## config.mk

```make
export PLATFORM = sky130hd
export DESIGN_NAME = mlr_exec
export DESIGN_NICKNAME = d
export VERILOG_FILES = /design/src/rtl/mlr_pkg.sv /design/src/rtl/mlr_exec.sv
export SDC_FILE = /design/constraint.sdc
export NUM_CORES = 1
export LEC_CHECK = 0
export BUFFER_PORTS_ARGS = -buffer_cell sky130_fd_sc_hd__buf_2
export CAP_MARGIN = 25
export CORE_MARGIN = 5
export CORE_UTILIZATION = 30
export CTS_CLUSTER_SIZE = 14
export DETAILED_ROUTE_END_ITERATION = 10
export PLACE_DENSITY = 0.54
export SYNTH_ARGS = -nofsm -noshare
export SYNTH_HDL_FRONTEND = slang
export SYNTH_SLANG_ARGS = --single-unit
```

## constraint.sdc

```tcl
create_clock -name pclk -period 2.59 [get_ports pclk]
set_input_delay 0.259 -clock pclk [delete_from_list [all_inputs] [get_ports pclk]]
set_output_delay 0.259 -clock pclk [all_outputs]
set_load 0.01 [all_outputs]
```

## src/rtl/mlr_pkg.sv

```systemverilog
// Constants, opcodes and register map of the move, logic and rotate datapath
package mlr_pkg;

  localparam int DATA_W    = 8;
  localparam int FLAG_W    = 6;
  localparam int APB_AW    = 12;
  localparam int APB_DW    = 32;
  localparam int PC_W_DEF  = 11;
  localparam int MADDR_DEF = 8;

  // APB register byte addresses
  localparam logic [APB_AW-1:0] OFS_WORKING_REG = 12'h000;
  localparam logic [APB_AW-1:0] OFS_STATUS      = 12'h004;
  localparam logic [APB_AW-1:0] OFS_PC          = 12'h008;
  localparam logic [APB_AW-1:0] OFS_CONTROL     = 12'h00C;

  // Status word bit positions, and the enable bit of the control word
  localparam int CARRY_BIT     = 0;
  localparam int HALF_BIT      = 1;
  localparam int ZERO_BIT      = 2;
  localparam int OVERFLOW_BIT  = 3;
  localparam int POWERDOWN_BIT = 4;
  localparam int WDT_BIT       = 5;
  localparam int GIE_BIT       = 0;

  // Reset values
  localparam logic [DATA_W-1:0] WREG_RST  = 8'h00;
  localparam logic [FLAG_W-1:0] FLAGS_RST = 6'h00;
  localparam logic              GIE_RST   = 1'b0;

  // Program counter steps: one per instruction, two across a skip
  localparam int PC_STEP = 1;
  localparam int PC_SKIP = 2;

  typedef enum logic [4:0] {
    OP_MOV_FROM_MEM,
    OP_MOV_IMM,
    OP_MOV_TO_MEM,
    OP_NOP,
    OP_OR_MEM,
    OP_OR_IMM,
    OP_OR_INTO_MEMORY,
    OP_RETURN,
    OP_RETURN_IMM,
    OP_RETURN_FROM_IRQ,
    OP_ROT_LEFT_MEM,
    OP_ROT_LEFT_WREG,
    OP_ROTATE_LEFT_THRU_CARRY,
    OP_ROTATE_LEFT_THRU_CARRY_WREG,
    OP_ROT_RIGHT_MEM,
    OP_ROT_RIGHT_WREG,
    OP_ROTATE_RIGHT_THRU_CARRY,
    OP_ROTATE_RIGHT_THRU_CARRY_WREG,
    OP_SUBTRACT_WITH_BORROW,
    OP_SUBTRACT_WITH_BORROW_MEM,
    OP_DECREMENT_SKIP_IF_ZERO,
    OP_DECREMENT_TO_WREG_SKIP_ZERO
  } mlr_op_type;

endpackage : mlr_pkg

```

## src/rtl/mlr_exec.sv

```systemverilog
// Execution datapath for moves, OR, returns, rotates, borrow subtract, skips
//
// Functional notes
// - Memory move loads working_reg from the memory byte, flags kept.
// - Immediate move loads working_reg with its constant, flags kept.
// - Working-to-memory move writes working_reg to memory, flags kept.
// - No-operation only advances program counter by one.
// - OR into working_reg with memory or immediate byte, zero flag only.
// - OR into memory writes working_reg OR byte back, zero flag only.
// - Return pops program counter, takes two cycles, no flag change.
// - Return with constant pops counter and loads working_reg immediate.
// - Interrupt return pops counter and sets global interrupt enable.
// - Rotate left memory, bit 7 into bit 0, written back, no flags.
// - Rotate left into working_reg, memory unchanged, no flags.
// - Nine-bit left rotate through carry on memory, only carry altered.
// - Nine-bit left carry rotate into working_reg, memory unchanged.
// - Rotate right memory, bit 0 into bit 7, written back, no flags.
// - Rotate right into working_reg, memory unchanged, no flags.
// - Right rotate through carry on memory, only carry altered.
// - Right carry rotate into working_reg, memory intact, carry only.
// - working_reg + ~byte + carry kept in working_reg, four flags.
// - Same borrow subtract written to memory, four flags updated.
// - Decrement memory; zero drops the prefetch, two cycles, no flags.
// - Decrement into working_reg, memory unchanged, skip on zero.
// - Six-flag status word; each instruction touches only its own flags, but an OR form puts back the old other five over a same-cycle status write.
`timescale 1ns/100ps

module mlr_exec #(
  parameter int PC_W   = mlr_pkg::PC_W_DEF,
  parameter int MADDR_W = mlr_pkg::MADDR_DEF
) (
  input  wire logic                        pclk,
  input  wire logic                        presetn,
  input  wire logic [mlr_pkg::APB_AW-1:0]  paddr,
  input  wire logic                        psel,
  input  wire logic                        penable,
  input  wire logic                        pwrite,
  input  wire logic [mlr_pkg::APB_DW-1:0]  pwdata,
  output      logic                        pready,
  output      logic [mlr_pkg::APB_DW-1:0]  prdata,
  output      logic                        pslverr,
  input  wire logic                        issue_valid,
  input  wire mlr_pkg::mlr_op_type         issue_op,
  input  wire logic [mlr_pkg::DATA_W-1:0]  issue_imm,
  input  wire logic [MADDR_W-1:0]          issue_addr,
  input  wire logic [mlr_pkg::DATA_W-1:0]  mem_rdata,
  output      logic                        issue_ready,
  output      logic                        mem_we,
  output      logic [MADDR_W-1:0]          mem_waddr,
  output      logic [mlr_pkg::DATA_W-1:0]  mem_wdata,
  output      logic                        stack_pop,
  input  wire logic [PC_W-1:0]             stack_pc,
  output      logic [PC_W-1:0]             pc,
  output      logic                        skip_flush,
  output      logic [mlr_pkg::DATA_W-1:0]  working_reg,
  output      logic [mlr_pkg::FLAG_W-1:0]  status_flags,
  output      logic                        global_irq_enable
);

  typedef enum logic {PH_EXEC, PH_DUMMY} mlr_phase_type;

  typedef struct packed {
    mlr_phase_type               phase;
    logic [mlr_pkg::DATA_W-1:0]  wreg;
    logic [mlr_pkg::FLAG_W-1:0]  flags;
    logic                        gie;
    logic [PC_W-1:0]             pc;
    logic                        mem_we;
    logic [MADDR_W-1:0]          mem_waddr;
    logic [mlr_pkg::DATA_W-1:0]  mem_wdata;
    logic                        stack_pop;
    logic                        skip_flush;
    logic [mlr_pkg::APB_DW-1:0]  prdata;
    logic                        pslverr;
  } mlr_state_type;

  mlr_state_type s;
  mlr_state_type next_s;

  // Rotate left with a bit fed in at bit 0; returns {bit out, byte}
  function automatic logic [mlr_pkg::DATA_W:0] rot_left(
    input logic [mlr_pkg::DATA_W-1:0] v,
    input logic                       fill
  );
    rot_left = {v, fill};
  endfunction : rot_left

  // Rotate right with a bit fed in at bit 7; returns {bit out, byte}
  function automatic logic [mlr_pkg::DATA_W:0] rot_right(
    input logic [mlr_pkg::DATA_W-1:0] v,
    input logic                       fill
  );
    rot_right = {v[0], fill, v[mlr_pkg::DATA_W-1:1]};
  endfunction : rot_right

  // a + ~b + cin; returns {overflow, half carry, carry, byte}
  function automatic logic [mlr_pkg::DATA_W+2:0] sub_borrow(
    input logic [mlr_pkg::DATA_W-1:0] a,
    input logic [mlr_pkg::DATA_W-1:0] b,
    input logic                       cin
  );
    logic [4:0]                 lo;
    logic [mlr_pkg::DATA_W-1:0] nb;
    logic [mlr_pkg::DATA_W:0]   full;
    logic [mlr_pkg::DATA_W-1:0] low7;
    logic                       c6;
    nb   = ~b;
    lo   = {1'b0, a[3:0]} + {1'b0, nb[3:0]} + {4'h0, cin};
    full = {1'b0, a} + {1'b0, nb} + {8'h00, cin};
    low7 = {1'b0, a[6:0]} + {1'b0, nb[6:0]} + {7'h00, cin};
    c6   = low7[7];
    sub_borrow = {c6 ^ full[8], lo[4], full[8], full[7:0]};
  endfunction : sub_borrow

  // Zero-flag update helper, used by every OR form
  function automatic logic [mlr_pkg::FLAG_W-1:0] with_zero(
    input logic [mlr_pkg::FLAG_W-1:0] f,
    input logic [mlr_pkg::DATA_W-1:0] r
  );
    with_zero = f;
    with_zero[mlr_pkg::ZERO_BIT] = (r == 8'h00);
  endfunction : with_zero

  logic                       accept;
  logic                       apb_setup;
  logic                       apb_write;
  logic                       carry_in;
  logic [mlr_pkg::DATA_W:0]   rl_plain;
  logic [mlr_pkg::DATA_W:0]   rl_carry;
  logic [mlr_pkg::DATA_W:0]   rr_plain;
  logic [mlr_pkg::DATA_W:0]   rr_carry;
  logic [mlr_pkg::DATA_W+2:0] diff_res;
  logic [mlr_pkg::DATA_W-1:0] dec_res;
  logic [mlr_pkg::DATA_W-1:0] or_mem;
  logic [mlr_pkg::DATA_W-1:0] or_imm;

  // Issue is refused during the dummy cycle of a return or a skip
  assign issue_ready = (s.phase == PH_EXEC);
  assign accept      = issue_valid && issue_ready;
  assign apb_setup   = psel && !penable;
  assign apb_write   = psel && penable && pwrite;
  assign carry_in    = s.flags[mlr_pkg::CARRY_BIT];

  assign rl_plain = rot_left(mem_rdata, mem_rdata[mlr_pkg::DATA_W-1]);
  assign rl_carry = rot_left(mem_rdata, carry_in);
  assign rr_plain = rot_right(mem_rdata, mem_rdata[0]);
  assign rr_carry = rot_right(mem_rdata, carry_in);
  assign diff_res = sub_borrow(s.wreg, mem_rdata, carry_in);
  assign dec_res  = mem_rdata - 8'h01;
  assign or_mem   = s.wreg | mem_rdata;
  assign or_imm   = s.wreg | issue_imm;

  always_comb begin
    next_s            = s;
    next_s.mem_we     = 1'b0;
    next_s.stack_pop  = 1'b0;
    next_s.skip_flush = 1'b0;

    // Read data is captured in the setup phase so the access phase needs
    // no wait state and prdata comes straight from a flip-flop.
    if (apb_setup) begin
      next_s.pslverr = 1'b0;
      unique case (paddr)
        mlr_pkg::OFS_WORKING_REG: next_s.prdata = {24'h000000, s.wreg};
        mlr_pkg::OFS_STATUS:      next_s.prdata = {26'h0000000, s.flags};
        mlr_pkg::OFS_PC:
          next_s.prdata = mlr_pkg::APB_DW'(s.pc);
        mlr_pkg::OFS_CONTROL:     next_s.prdata = {31'h00000000, s.gie};
        default: begin
          next_s.prdata  = 32'h00000000;
          next_s.pslverr = 1'b1;
        end
      endcase
    end
    // Software writes land first; an instruction in the same cycle wins.
    if (apb_write) begin
      unique case (paddr)
        mlr_pkg::OFS_WORKING_REG: next_s.wreg = pwdata[mlr_pkg::DATA_W-1:0];
        mlr_pkg::OFS_STATUS:      next_s.flags = pwdata[mlr_pkg::FLAG_W-1:0];
        mlr_pkg::OFS_CONTROL:     next_s.gie = pwdata[mlr_pkg::GIE_BIT];
        default: ;
      endcase
    end

    if (s.phase == PH_DUMMY) begin
      next_s.phase = PH_EXEC;
    end else if (accept) begin
      next_s.pc        = s.pc + PC_W'(mlr_pkg::PC_STEP);
      next_s.mem_waddr = issue_addr;
      unique case (issue_op)
        mlr_pkg::OP_MOV_FROM_MEM: next_s.wreg = mem_rdata;
        mlr_pkg::OP_MOV_IMM:      next_s.wreg = issue_imm;
        mlr_pkg::OP_MOV_TO_MEM: begin
          next_s.mem_we    = 1'b1;
          next_s.mem_wdata = s.wreg;
        end
        mlr_pkg::OP_NOP: ;
        mlr_pkg::OP_OR_MEM: begin
          next_s.wreg  = or_mem;
          next_s.flags = with_zero(s.flags, or_mem);
        end
        mlr_pkg::OP_OR_IMM: begin
          next_s.wreg  = or_imm;
          next_s.flags = with_zero(s.flags, or_imm);
        end
        mlr_pkg::OP_OR_INTO_MEMORY: begin
          next_s.mem_we    = 1'b1;
          next_s.mem_wdata = or_mem;
          next_s.flags     = with_zero(s.flags, or_mem);
        end
        mlr_pkg::OP_RETURN: begin
          // Popped address is fetched afresh, so one dummy cycle follows
          next_s.pc        = stack_pc;
          next_s.stack_pop = 1'b1;
          next_s.phase     = PH_DUMMY;
        end
        mlr_pkg::OP_RETURN_IMM: begin
          next_s.pc        = stack_pc;
          next_s.stack_pop = 1'b1;
          next_s.phase     = PH_DUMMY;
          next_s.wreg      = issue_imm;
        end
        mlr_pkg::OP_RETURN_FROM_IRQ: begin
          next_s.pc        = stack_pc;
          next_s.stack_pop = 1'b1;
          next_s.phase     = PH_DUMMY;
          next_s.gie       = 1'b1;
        end
        mlr_pkg::OP_ROT_LEFT_MEM: begin
          next_s.mem_we    = 1'b1;
          next_s.mem_wdata = rl_plain[mlr_pkg::DATA_W-1:0];
        end
        mlr_pkg::OP_ROT_LEFT_WREG:
          next_s.wreg = rl_plain[mlr_pkg::DATA_W-1:0];
        mlr_pkg::OP_ROTATE_LEFT_THRU_CARRY: begin
          next_s.mem_we    = 1'b1;
          next_s.mem_wdata = rl_carry[mlr_pkg::DATA_W-1:0];
          next_s.flags[mlr_pkg::CARRY_BIT] = rl_carry[mlr_pkg::DATA_W];
        end
        mlr_pkg::OP_ROTATE_LEFT_THRU_CARRY_WREG: begin
          next_s.wreg = rl_carry[mlr_pkg::DATA_W-1:0];
          next_s.flags[mlr_pkg::CARRY_BIT] = rl_carry[mlr_pkg::DATA_W];
        end
        mlr_pkg::OP_ROT_RIGHT_MEM: begin
          next_s.mem_we    = 1'b1;
          next_s.mem_wdata = rr_plain[mlr_pkg::DATA_W-1:0];
        end
        mlr_pkg::OP_ROT_RIGHT_WREG:
          next_s.wreg = rr_plain[mlr_pkg::DATA_W-1:0];
        mlr_pkg::OP_ROTATE_RIGHT_THRU_CARRY: begin
          next_s.mem_we    = 1'b1;
          next_s.mem_wdata = rr_carry[mlr_pkg::DATA_W-1:0];
          next_s.flags[mlr_pkg::CARRY_BIT] = rr_carry[mlr_pkg::DATA_W];
        end
        mlr_pkg::OP_ROTATE_RIGHT_THRU_CARRY_WREG: begin
          next_s.wreg = rr_carry[mlr_pkg::DATA_W-1:0];
          next_s.flags[mlr_pkg::CARRY_BIT] = rr_carry[mlr_pkg::DATA_W];
        end
        mlr_pkg::OP_SUBTRACT_WITH_BORROW,
        mlr_pkg::OP_SUBTRACT_WITH_BORROW_MEM: begin
          if (issue_op == mlr_pkg::OP_SUBTRACT_WITH_BORROW) begin
            next_s.wreg = diff_res[mlr_pkg::DATA_W-1:0];
          end else begin
            next_s.mem_we    = 1'b1;
            next_s.mem_wdata = diff_res[mlr_pkg::DATA_W-1:0];
          end
          next_s.flags[mlr_pkg::CARRY_BIT]    = diff_res[mlr_pkg::DATA_W];
          next_s.flags[mlr_pkg::HALF_BIT]     = diff_res[mlr_pkg::DATA_W+1];
          next_s.flags[mlr_pkg::OVERFLOW_BIT] = diff_res[mlr_pkg::DATA_W+2];
          next_s.flags[mlr_pkg::ZERO_BIT] =
            (diff_res[mlr_pkg::DATA_W-1:0] == 8'h00);
        end
        mlr_pkg::OP_DECREMENT_SKIP_IF_ZERO,
        mlr_pkg::OP_DECREMENT_TO_WREG_SKIP_ZERO: begin
          if (issue_op == mlr_pkg::OP_DECREMENT_SKIP_IF_ZERO) begin
            next_s.mem_we    = 1'b1;
            next_s.mem_wdata = dec_res;
          end else begin
            next_s.wreg = dec_res;
          end
          // The prefetched word is dropped and replaced by a dummy cycle
          if (dec_res == 8'h00) begin
            next_s.pc         = s.pc + PC_W'(mlr_pkg::PC_SKIP);
            next_s.skip_flush = 1'b1;
            next_s.phase      = PH_DUMMY;
          end
        end
      endcase
    end
  end

  always_ff @(posedge pclk or negedge presetn) begin
    if (!presetn) begin
      s.phase      <= PH_EXEC;
      s.wreg       <= mlr_pkg::WREG_RST;
      s.flags      <= mlr_pkg::FLAGS_RST;
      s.gie        <= mlr_pkg::GIE_RST;
      s.pc         <= '0;
      s.mem_we     <= 1'b0;
      s.mem_waddr  <= '0;
      s.mem_wdata  <= 8'h00;
      s.stack_pop  <= 1'b0;
      s.skip_flush <= 1'b0;
      s.prdata     <= 32'h00000000;
      s.pslverr    <= 1'b0;
    end else begin
      s <= next_s;
    end
  end

  assign pready            = 1'b1;
  assign prdata            = s.prdata;
  assign pslverr           = s.pslverr;
  assign mem_we            = s.mem_we;
  assign mem_waddr         = s.mem_waddr;
  assign mem_wdata         = s.mem_wdata;
  assign stack_pop         = s.stack_pop;
  assign pc                = s.pc;
  assign skip_flush        = s.skip_flush;
  assign working_reg       = s.wreg;
  assign status_flags      = s.flags;
  assign global_irq_enable = s.gie;

  mov_mem_a: assert property (@(posedge pclk) disable iff (!presetn)
    accept && issue_op == mlr_pkg::OP_MOV_FROM_MEM && !apb_write
    |=> working_reg == $past(mem_rdata) && status_flags == $past(status_flags)
        && !mem_we)
    else $error("move from memory wrong");

  mov_imm_a: assert property (@(posedge pclk) disable iff (!presetn)
    accept && issue_op == mlr_pkg::OP_MOV_IMM
    |=> working_reg == $past(issue_imm))
    else $error("immediate move wrong");

  wr_mem_a: assert property (@(posedge pclk) disable iff (!presetn)
    accept && issue_op == mlr_pkg::OP_MOV_TO_MEM
    |=> mem_we && mem_wdata == $past(working_reg)
        && mem_waddr == $past(issue_addr)
        ##1 (!mem_we || $past(accept)))
    else $error("store to memory wrong");

  nop_pc_a: assert property (@(posedge pclk) disable iff (!presetn)
    accept && issue_op == mlr_pkg::OP_NOP
    |=> pc == $past(pc) + PC_W'(1) && !mem_we && issue_ready)
    else $error("no-operation step wrong");

  or_zero_a: assert property (@(posedge pclk) disable iff (!presetn)
    accept && issue_op == mlr_pkg::OP_OR_INTO_MEMORY && !apb_write
    |=> mem_wdata == ($past(working_reg) | $past(mem_rdata))
        && status_flags[mlr_pkg::ZERO_BIT] == (mem_wdata == 8'h00))
    else $error("or into memory wrong");

  ret_two_a: assert property (@(posedge pclk) disable iff (!presetn)
    accept && issue_op inside {mlr_pkg::OP_RETURN, mlr_pkg::OP_RETURN_IMM,
                               mlr_pkg::OP_RETURN_FROM_IRQ}
    |=> stack_pop && !issue_ready && pc == $past(stack_pc) ##1 issue_ready)
    else $error("return timing wrong");

  irq_en_a: assert property (@(posedge pclk) disable iff (!presetn)
    accept && issue_op == mlr_pkg::OP_RETURN_FROM_IRQ |=> global_irq_enable)
    else $error("interrupt enable not set");

  cy_left_a: assert property (@(posedge pclk) disable iff (!presetn)
    accept && issue_op == mlr_pkg::OP_ROTATE_LEFT_THRU_CARRY && !apb_write
    |=> status_flags[mlr_pkg::CARRY_BIT] == $past(mem_rdata[7])
        && mem_wdata[0] == $past(status_flags[mlr_pkg::CARRY_BIT]))
    else $error("left carry rotate wrong");

  rr_wreg_a: assert property (@(posedge pclk) disable iff (!presetn)
    accept && issue_op == mlr_pkg::OP_ROT_RIGHT_WREG && !apb_write
    |=> working_reg == {$past(mem_rdata[0]), $past(mem_rdata[7:1])}
        && !mem_we)
    else $error("right rotate to working wrong");

  sub_sum_a: assert property (@(posedge pclk) disable iff (!presetn)
    accept && issue_op == mlr_pkg::OP_SUBTRACT_WITH_BORROW && !apb_write
    |=> {status_flags[mlr_pkg::CARRY_BIT], working_reg} ==
        9'($past({1'b0, working_reg}) + $past({1'b0, ~mem_rdata})
           + $past(9'(status_flags[mlr_pkg::CARRY_BIT]))))
    else $error("borrow subtract wrong");

  skip_pc_a: assert property (@(posedge pclk) disable iff (!presetn)
    accept && issue_op == mlr_pkg::OP_DECREMENT_SKIP_IF_ZERO
           && mem_rdata == 8'h01
    |=> skip_flush && !issue_ready && pc == $past(pc) + PC_W'(2)
        ##1 issue_ready && !skip_flush)
    else $error("decrement skip wrong");

endmodule : mlr_exec

```

=== Word level (Yosys, flattened, before mapping) ===
Index checks and enable logic that the tools add are counted.
W data, S select, Z words.

* Memories kept: 0
* Flip-flop bits (word level): 79
* Input port bits: 90
* Latch bits: 0
* ROM bits: 0
* Bits in writable memories: 0
* Output and inout bits: 80

* Mux-type cells: 28
* Bitwise gates (word level): 5
* Divide/modulo/power cells: 0
* Multipliers: 0
* $add $sub $neg: 9
* Reduce and logical (&&, ||, !) cells: 25
* Shifts and indexed selects: 0
* Equal/unequal tests: 28
* Order comparisons: 0

{| class="wikitable"
|+ Operators with widths
! kind !! count
|-
| $pmux W8 S10 || 1
|-
| $pmux W8 S8 || 1
|-
| $mux W46 || 1
|-
| $mux W45 || 1
|-
| $pmux W11 S4 || 1
|-
| $eq A5 B4 Y1 const B || 8
|-
| $mux W8 || 5
|-
| $logic_not A8 Y1 || 4
|-
| $eq A5 B5 Y1 const B || 6
|-
| $eq A12 B4 Y1 const B || 2
|-
| $pmux W11 S2 || 1
|-
| $eq A5 B3 Y1 const B || 4
|-
| $or A8 B8 Y8 || 2
|-
| $mux W15 || 1
|-
| $eq A12 B3 Y1 const B || 1
|-
| $logic_not A12 Y1 || 1
|-
| $reduce_or A2 Y1 || 6
|-
| $add A11 B1 Y11 const B || 1
|-
| $add A11 B2 Y11 const B || 1
|-
| $mux W11 || 1
|-
| $add A8 B8 Y9 || 1
|-
| $add A9 B1 Y9 || 1
|-
| $mux W1 || 9
|-
| $ne A3 B3 Y1 const B || 3
|-
| other kinds (26) || 32
|}

=== Logic depth before layout (Yosys ltp) ===
* Depth in word-level cells: 7
* Mapped depth: 10
* Gate-level depth less buffers: 10

=== Least setup slack after synthesis ===
No wires, ideal clock.

* Path kind: input to register
* From: input mem_rdata[1] (netlist name)
* To: register, netlist name pc[10]
* Data arrival time: 2570 ps
* Buffers on the path: 1
* Setup slack: -49 ps
* Stages: 10
* Setup time: 69 ps
* Cells stage by stage: buf_6 inv_1 ha_1 nor4b_4 xnor2_1 a21oi_2 nor4_4 mux2_4 or4_1 nand3_1

* Cells in the longest elaborated chain, start to end: 4

{| class="wikitable"
|+ RTL lines
! what !! RTL line !! RTL
|-
| start: declaration || mlr_exec.sv:46 || <nowiki>input wire logic [mlr_pkg::DATA_W-1:0] mem_rdata,</nowiki>
|-
| $sub A8 B1 Y8 || mlr_exec.sv:149 || <nowiki>assign dec_res = mem_rdata - 8'h01;</nowiki>
|-
| $logic_not A8 Y1 || mlr_exec.sv:282 || <nowiki>if (dec_res == 8'h00) begin</nowiki>
|-
| $mux W11 || mlr_exec.sv:282 ||
|-
| $pmux W11 S2 || mlr_exec.sv:190 || <nowiki>unique case (issue_op)</nowiki>
|}

Every way passes these cells.
A chain may end at the register's enable or synchronous reset.

=== Worst setup path after layout ===
* From: register s, in the netlist status_flags[0]
* To: register s, in the netlist status_flags[0]

* Cells in the longest elaborated chain, start to end: 5
* Elaborated cells on any way between the ends: 6
* Those cells by class: add/sub (1); mux (5)

{| class="wikitable"
|+ RTL lines
! what !! RTL line !! RTL
|-
| start: declaration || mlr_exec.sv:77 || <nowiki>mlr_state_type s;</nowiki>
|-
| start signal: assignment || mlr_exec.sv:307 || <nowiki>s <= next_s;</nowiki>
|-
| parallel branches: the longest is 4 deep, another holds $add A9 B1 Y9 || - ||
|-
| $mux W45 * || mlr_exec.sv:185 || <nowiki>if (s.phase == PH_DUMMY) begin</nowiki>
|}

Every way passes the cells marked *.

==> out/qor.yml <==
status: "complete, no violations"
layout_commonest_cell: "buf_2"
finalHoldViolCount: 0
period_minus_slack_ns: 2.41
ys_seq_elements: 58
largestRegisters: "pc: 11 flops, prdata: 11 flops"
clk_pin_slew_worst_paths_ns: 0.05
clockBufferDepth: 2
syn_avg_cell_area_sq_um: 7.97
ys_async_sr_fraction_pct: 100
share_comb_of_total_power_pct: 37.9
max_freq_mhz: 415
synth_cell_types: 78
hold_slack_ns: 0.105
path_max_fanout: 2
grt_pass1_wl_um: 30800
worstReg2RegEnd: "status_flags[0]"
seq_area_frac_synth_pct: 26.2
rsz0062_at_grt: "false"
postSynthCellCount: 696
path_class: "flop to flop"
placementRows: 49
grt_util_all_layers_pct: 18.4
io_pins: 170
syn_area_sq_um: 5540
relSlewSlack_pct: 52.9
fillCellCount: 1916
startpoint_type: "flop"
synth-edff-count: 0
tns_ns: 0
reg2reg_slack_ns: 0.18
cp.required_ns: 2.82
worst_pin_slew_ns: 0.707
clock_skew_ns: 0.00315
routed_wl_um: 20000
finalMaxSlewViolations: 0
die_y_um: 146
port_buffers: 123
p_leak_nw: 3.00
reg2reg_from: "status_flags[0]"
pwr-share-seq_pct: 30.4
drtIter0Drc: 455
grt.overflow.total: 0
cp-end-kind: "flop"
cts_root_buf: "clkbuf_16"
synth_top_area_share_pct: 26.2
cts_setup_buffers: 0
final_antenna_net_count: 0
ir_worst_vdd_mv: 0.315
diodes: 0
vias: 5469
clkPwrFrac_pct: 31.7
r2r_cells: 10
timing.final.crit_share_pct: 93.0
tritoncts: "built"
ys.flop_type: "dfrtp_1"
nets: 906
cts_made_buffers: 9
power.density_nw_per_um2: 644
power.internal_w: 0.00264
drc_errors: 0
synth_area_leaders: "dfrtp_1, buf_4, nand2_1, ha_1, a21oi_1"
dieArea_sq_um: 21300
setup_viol: 0
clkLatencyLatePin_ns: 0.34
cts.htree.levels: 3
p_switching_w: 0.00160
whs_path_depth: 3
grt_max_degree: 34
clkSinkCount: 58
dr.pass1.iters: 6
dp_hpwl_um: 16100
yosysTopAreaCell: "dfrtp_1"
die_w_um: 146
worstHoldEndpoint: "mem_waddr[1]"
layout_common_cells: "buf_2, nand2_1, dfrtp_1"
coreArea_sq_um: 18100
hp-start: "issue_addr[1]"
antenna_found_initial: 0
swShare_pct: 37.8
post_drt_wl_per_cell_um: 19.4
arrival_ns: 2.64
areaGrowthSynthToFinish_pct: 18.8
hp-class: "input port to flop"
layout-drive-gt1-share_pct: 27.4
grt_pass1_vias: 5262
place_congestion: 0.970
yosysWarnings: 0
maxCapViolations: 0
viasPerCell: 5.31
start_util_pct: 30.7
[worst max-delay path by stage]
stage	to	start
floorplan	pc[10]	mem_rdata[1]
global placement	status_flags[0]	working_reg[0]
detailed placement	status_flags[0]	working_reg[0]
CTS	status_flags[0]	working_reg[0]
global route	status_flags[0]	status_flags[0]
finish	status_flags[0]	status_flags[0]
[synth_stat cells (4+ instances only)]
library cell,n
o41ai_1,4
nor3_1,16
nand2_1,86
nor2b_1,14
mux2_2,4
nand3_1,17
dfrtp_1,58
nand4_1,7
a22oi_1,14
ha_1,19
inv_1,28
xor2_1,6
a21oi_1,41
a221oi_1,5
mux2i_1,18
o21ai_0,32
o21a_1,4
xnor2_1,14
o221ai_1,5
buf_2,11
o211ai_1,4
nand2b_1,9
buf_4,74
o22ai_1,16
clkbuf_1,25
a31oi_1,4
and2_1,8
a211oi_1,8
o31ai_1,10
nor4_1,7
nor2_1,45
and3_1,6
[stage by stage]
stage	cell area (sq um)	std cells	setup WS, ns	power (W)	util [%]
6_report	6590	1029	0.182	0.00424	36.4
5_1_grt	6590	1029	0.0102	0.00449	36.4
4_1_cts	6580	1029	0.0792	0.00427	36.4
3_5_place_dp	6240	1012	0.0839	0.00290	34.5
3_3_place_gp	6240	1012	0.122	0.00290	34.5
2_1_floorplan	5620	716	0.0678	0.00237	-
[cell type report]
cell class,count,area (sq um),area share [%]
clock inverter,4,73.8,1.12
inverter,28,105,1.60
tap,229,287,4.35
multi-input combinational,517,3350,50.8
sequential,58,1450,22.0
timing repair buffer,181,1070,16.2
clock buffer,12,256,3.89
[worst max-delay path, stage by stage, from the launching register on]
cell and delay, ns:
dfrtp_1 0.38, inv_1 0.12, fa_1 0.21, inv_1 0.05, fa_1 0.40, a21o_1 0.19, a21oi_2 0.19, o31ai_2 0.10
a221o_1 0.37, a211oi_1 0.24, nor3_1 0.06
[kinds of logic (layout without fill, tap and decap cells)]
kind of cell | count (synthesis) | in the layout | synth area share (%)
AO/OA/AOI/OAI | 188 | 188 | 23.2
other | 2 | 22 | 0.135
XOR/XNOR | 20 | 20 | 3.16
AND/OR/NAND/NOR | 241 | 241 | 22.5
adder cells (fa/ha/maj) | 22 | 22 | 5.19
buffers and inverters | 141 | 225 | 14.9
multiplexers | 24 | 24 | 4.74
flip-flops | 58 | 58 | 26.2
[metal layers]
metal / vias up / track usage, % / wire (um)
met3: 26 / 4.52 / 1400
met2: 221 / 28.2 / 9010
met1: 2602 / 25.7 / 9070
met4: 0 / 5.56 / 478
met5: - / 0 / 0
li1: 2620 / - / -
[power groups by stage]
stage               sequential (W)  clock [W]  combinational (W)
global route               0.00132    0.00141            0.00176
global placement           0.00131          0            0.00159
floorplan                  0.00122          0            0.00114
CTS                        0.00129    0.00137            0.00161
finish                     0.00129    0.00134            0.00161
detailed placement         0.00131          0            0.00160
[repair_timing]
action | 4_1_cts | 5_1_grt
endpoints found under the hold margin | 25 | 0
resized for setup | 0 | 4
endpoints found under the setup margin | 0 | 8
hold buffers | 1 | 0
Note: power is estimated with default switching activity, not from simulation.
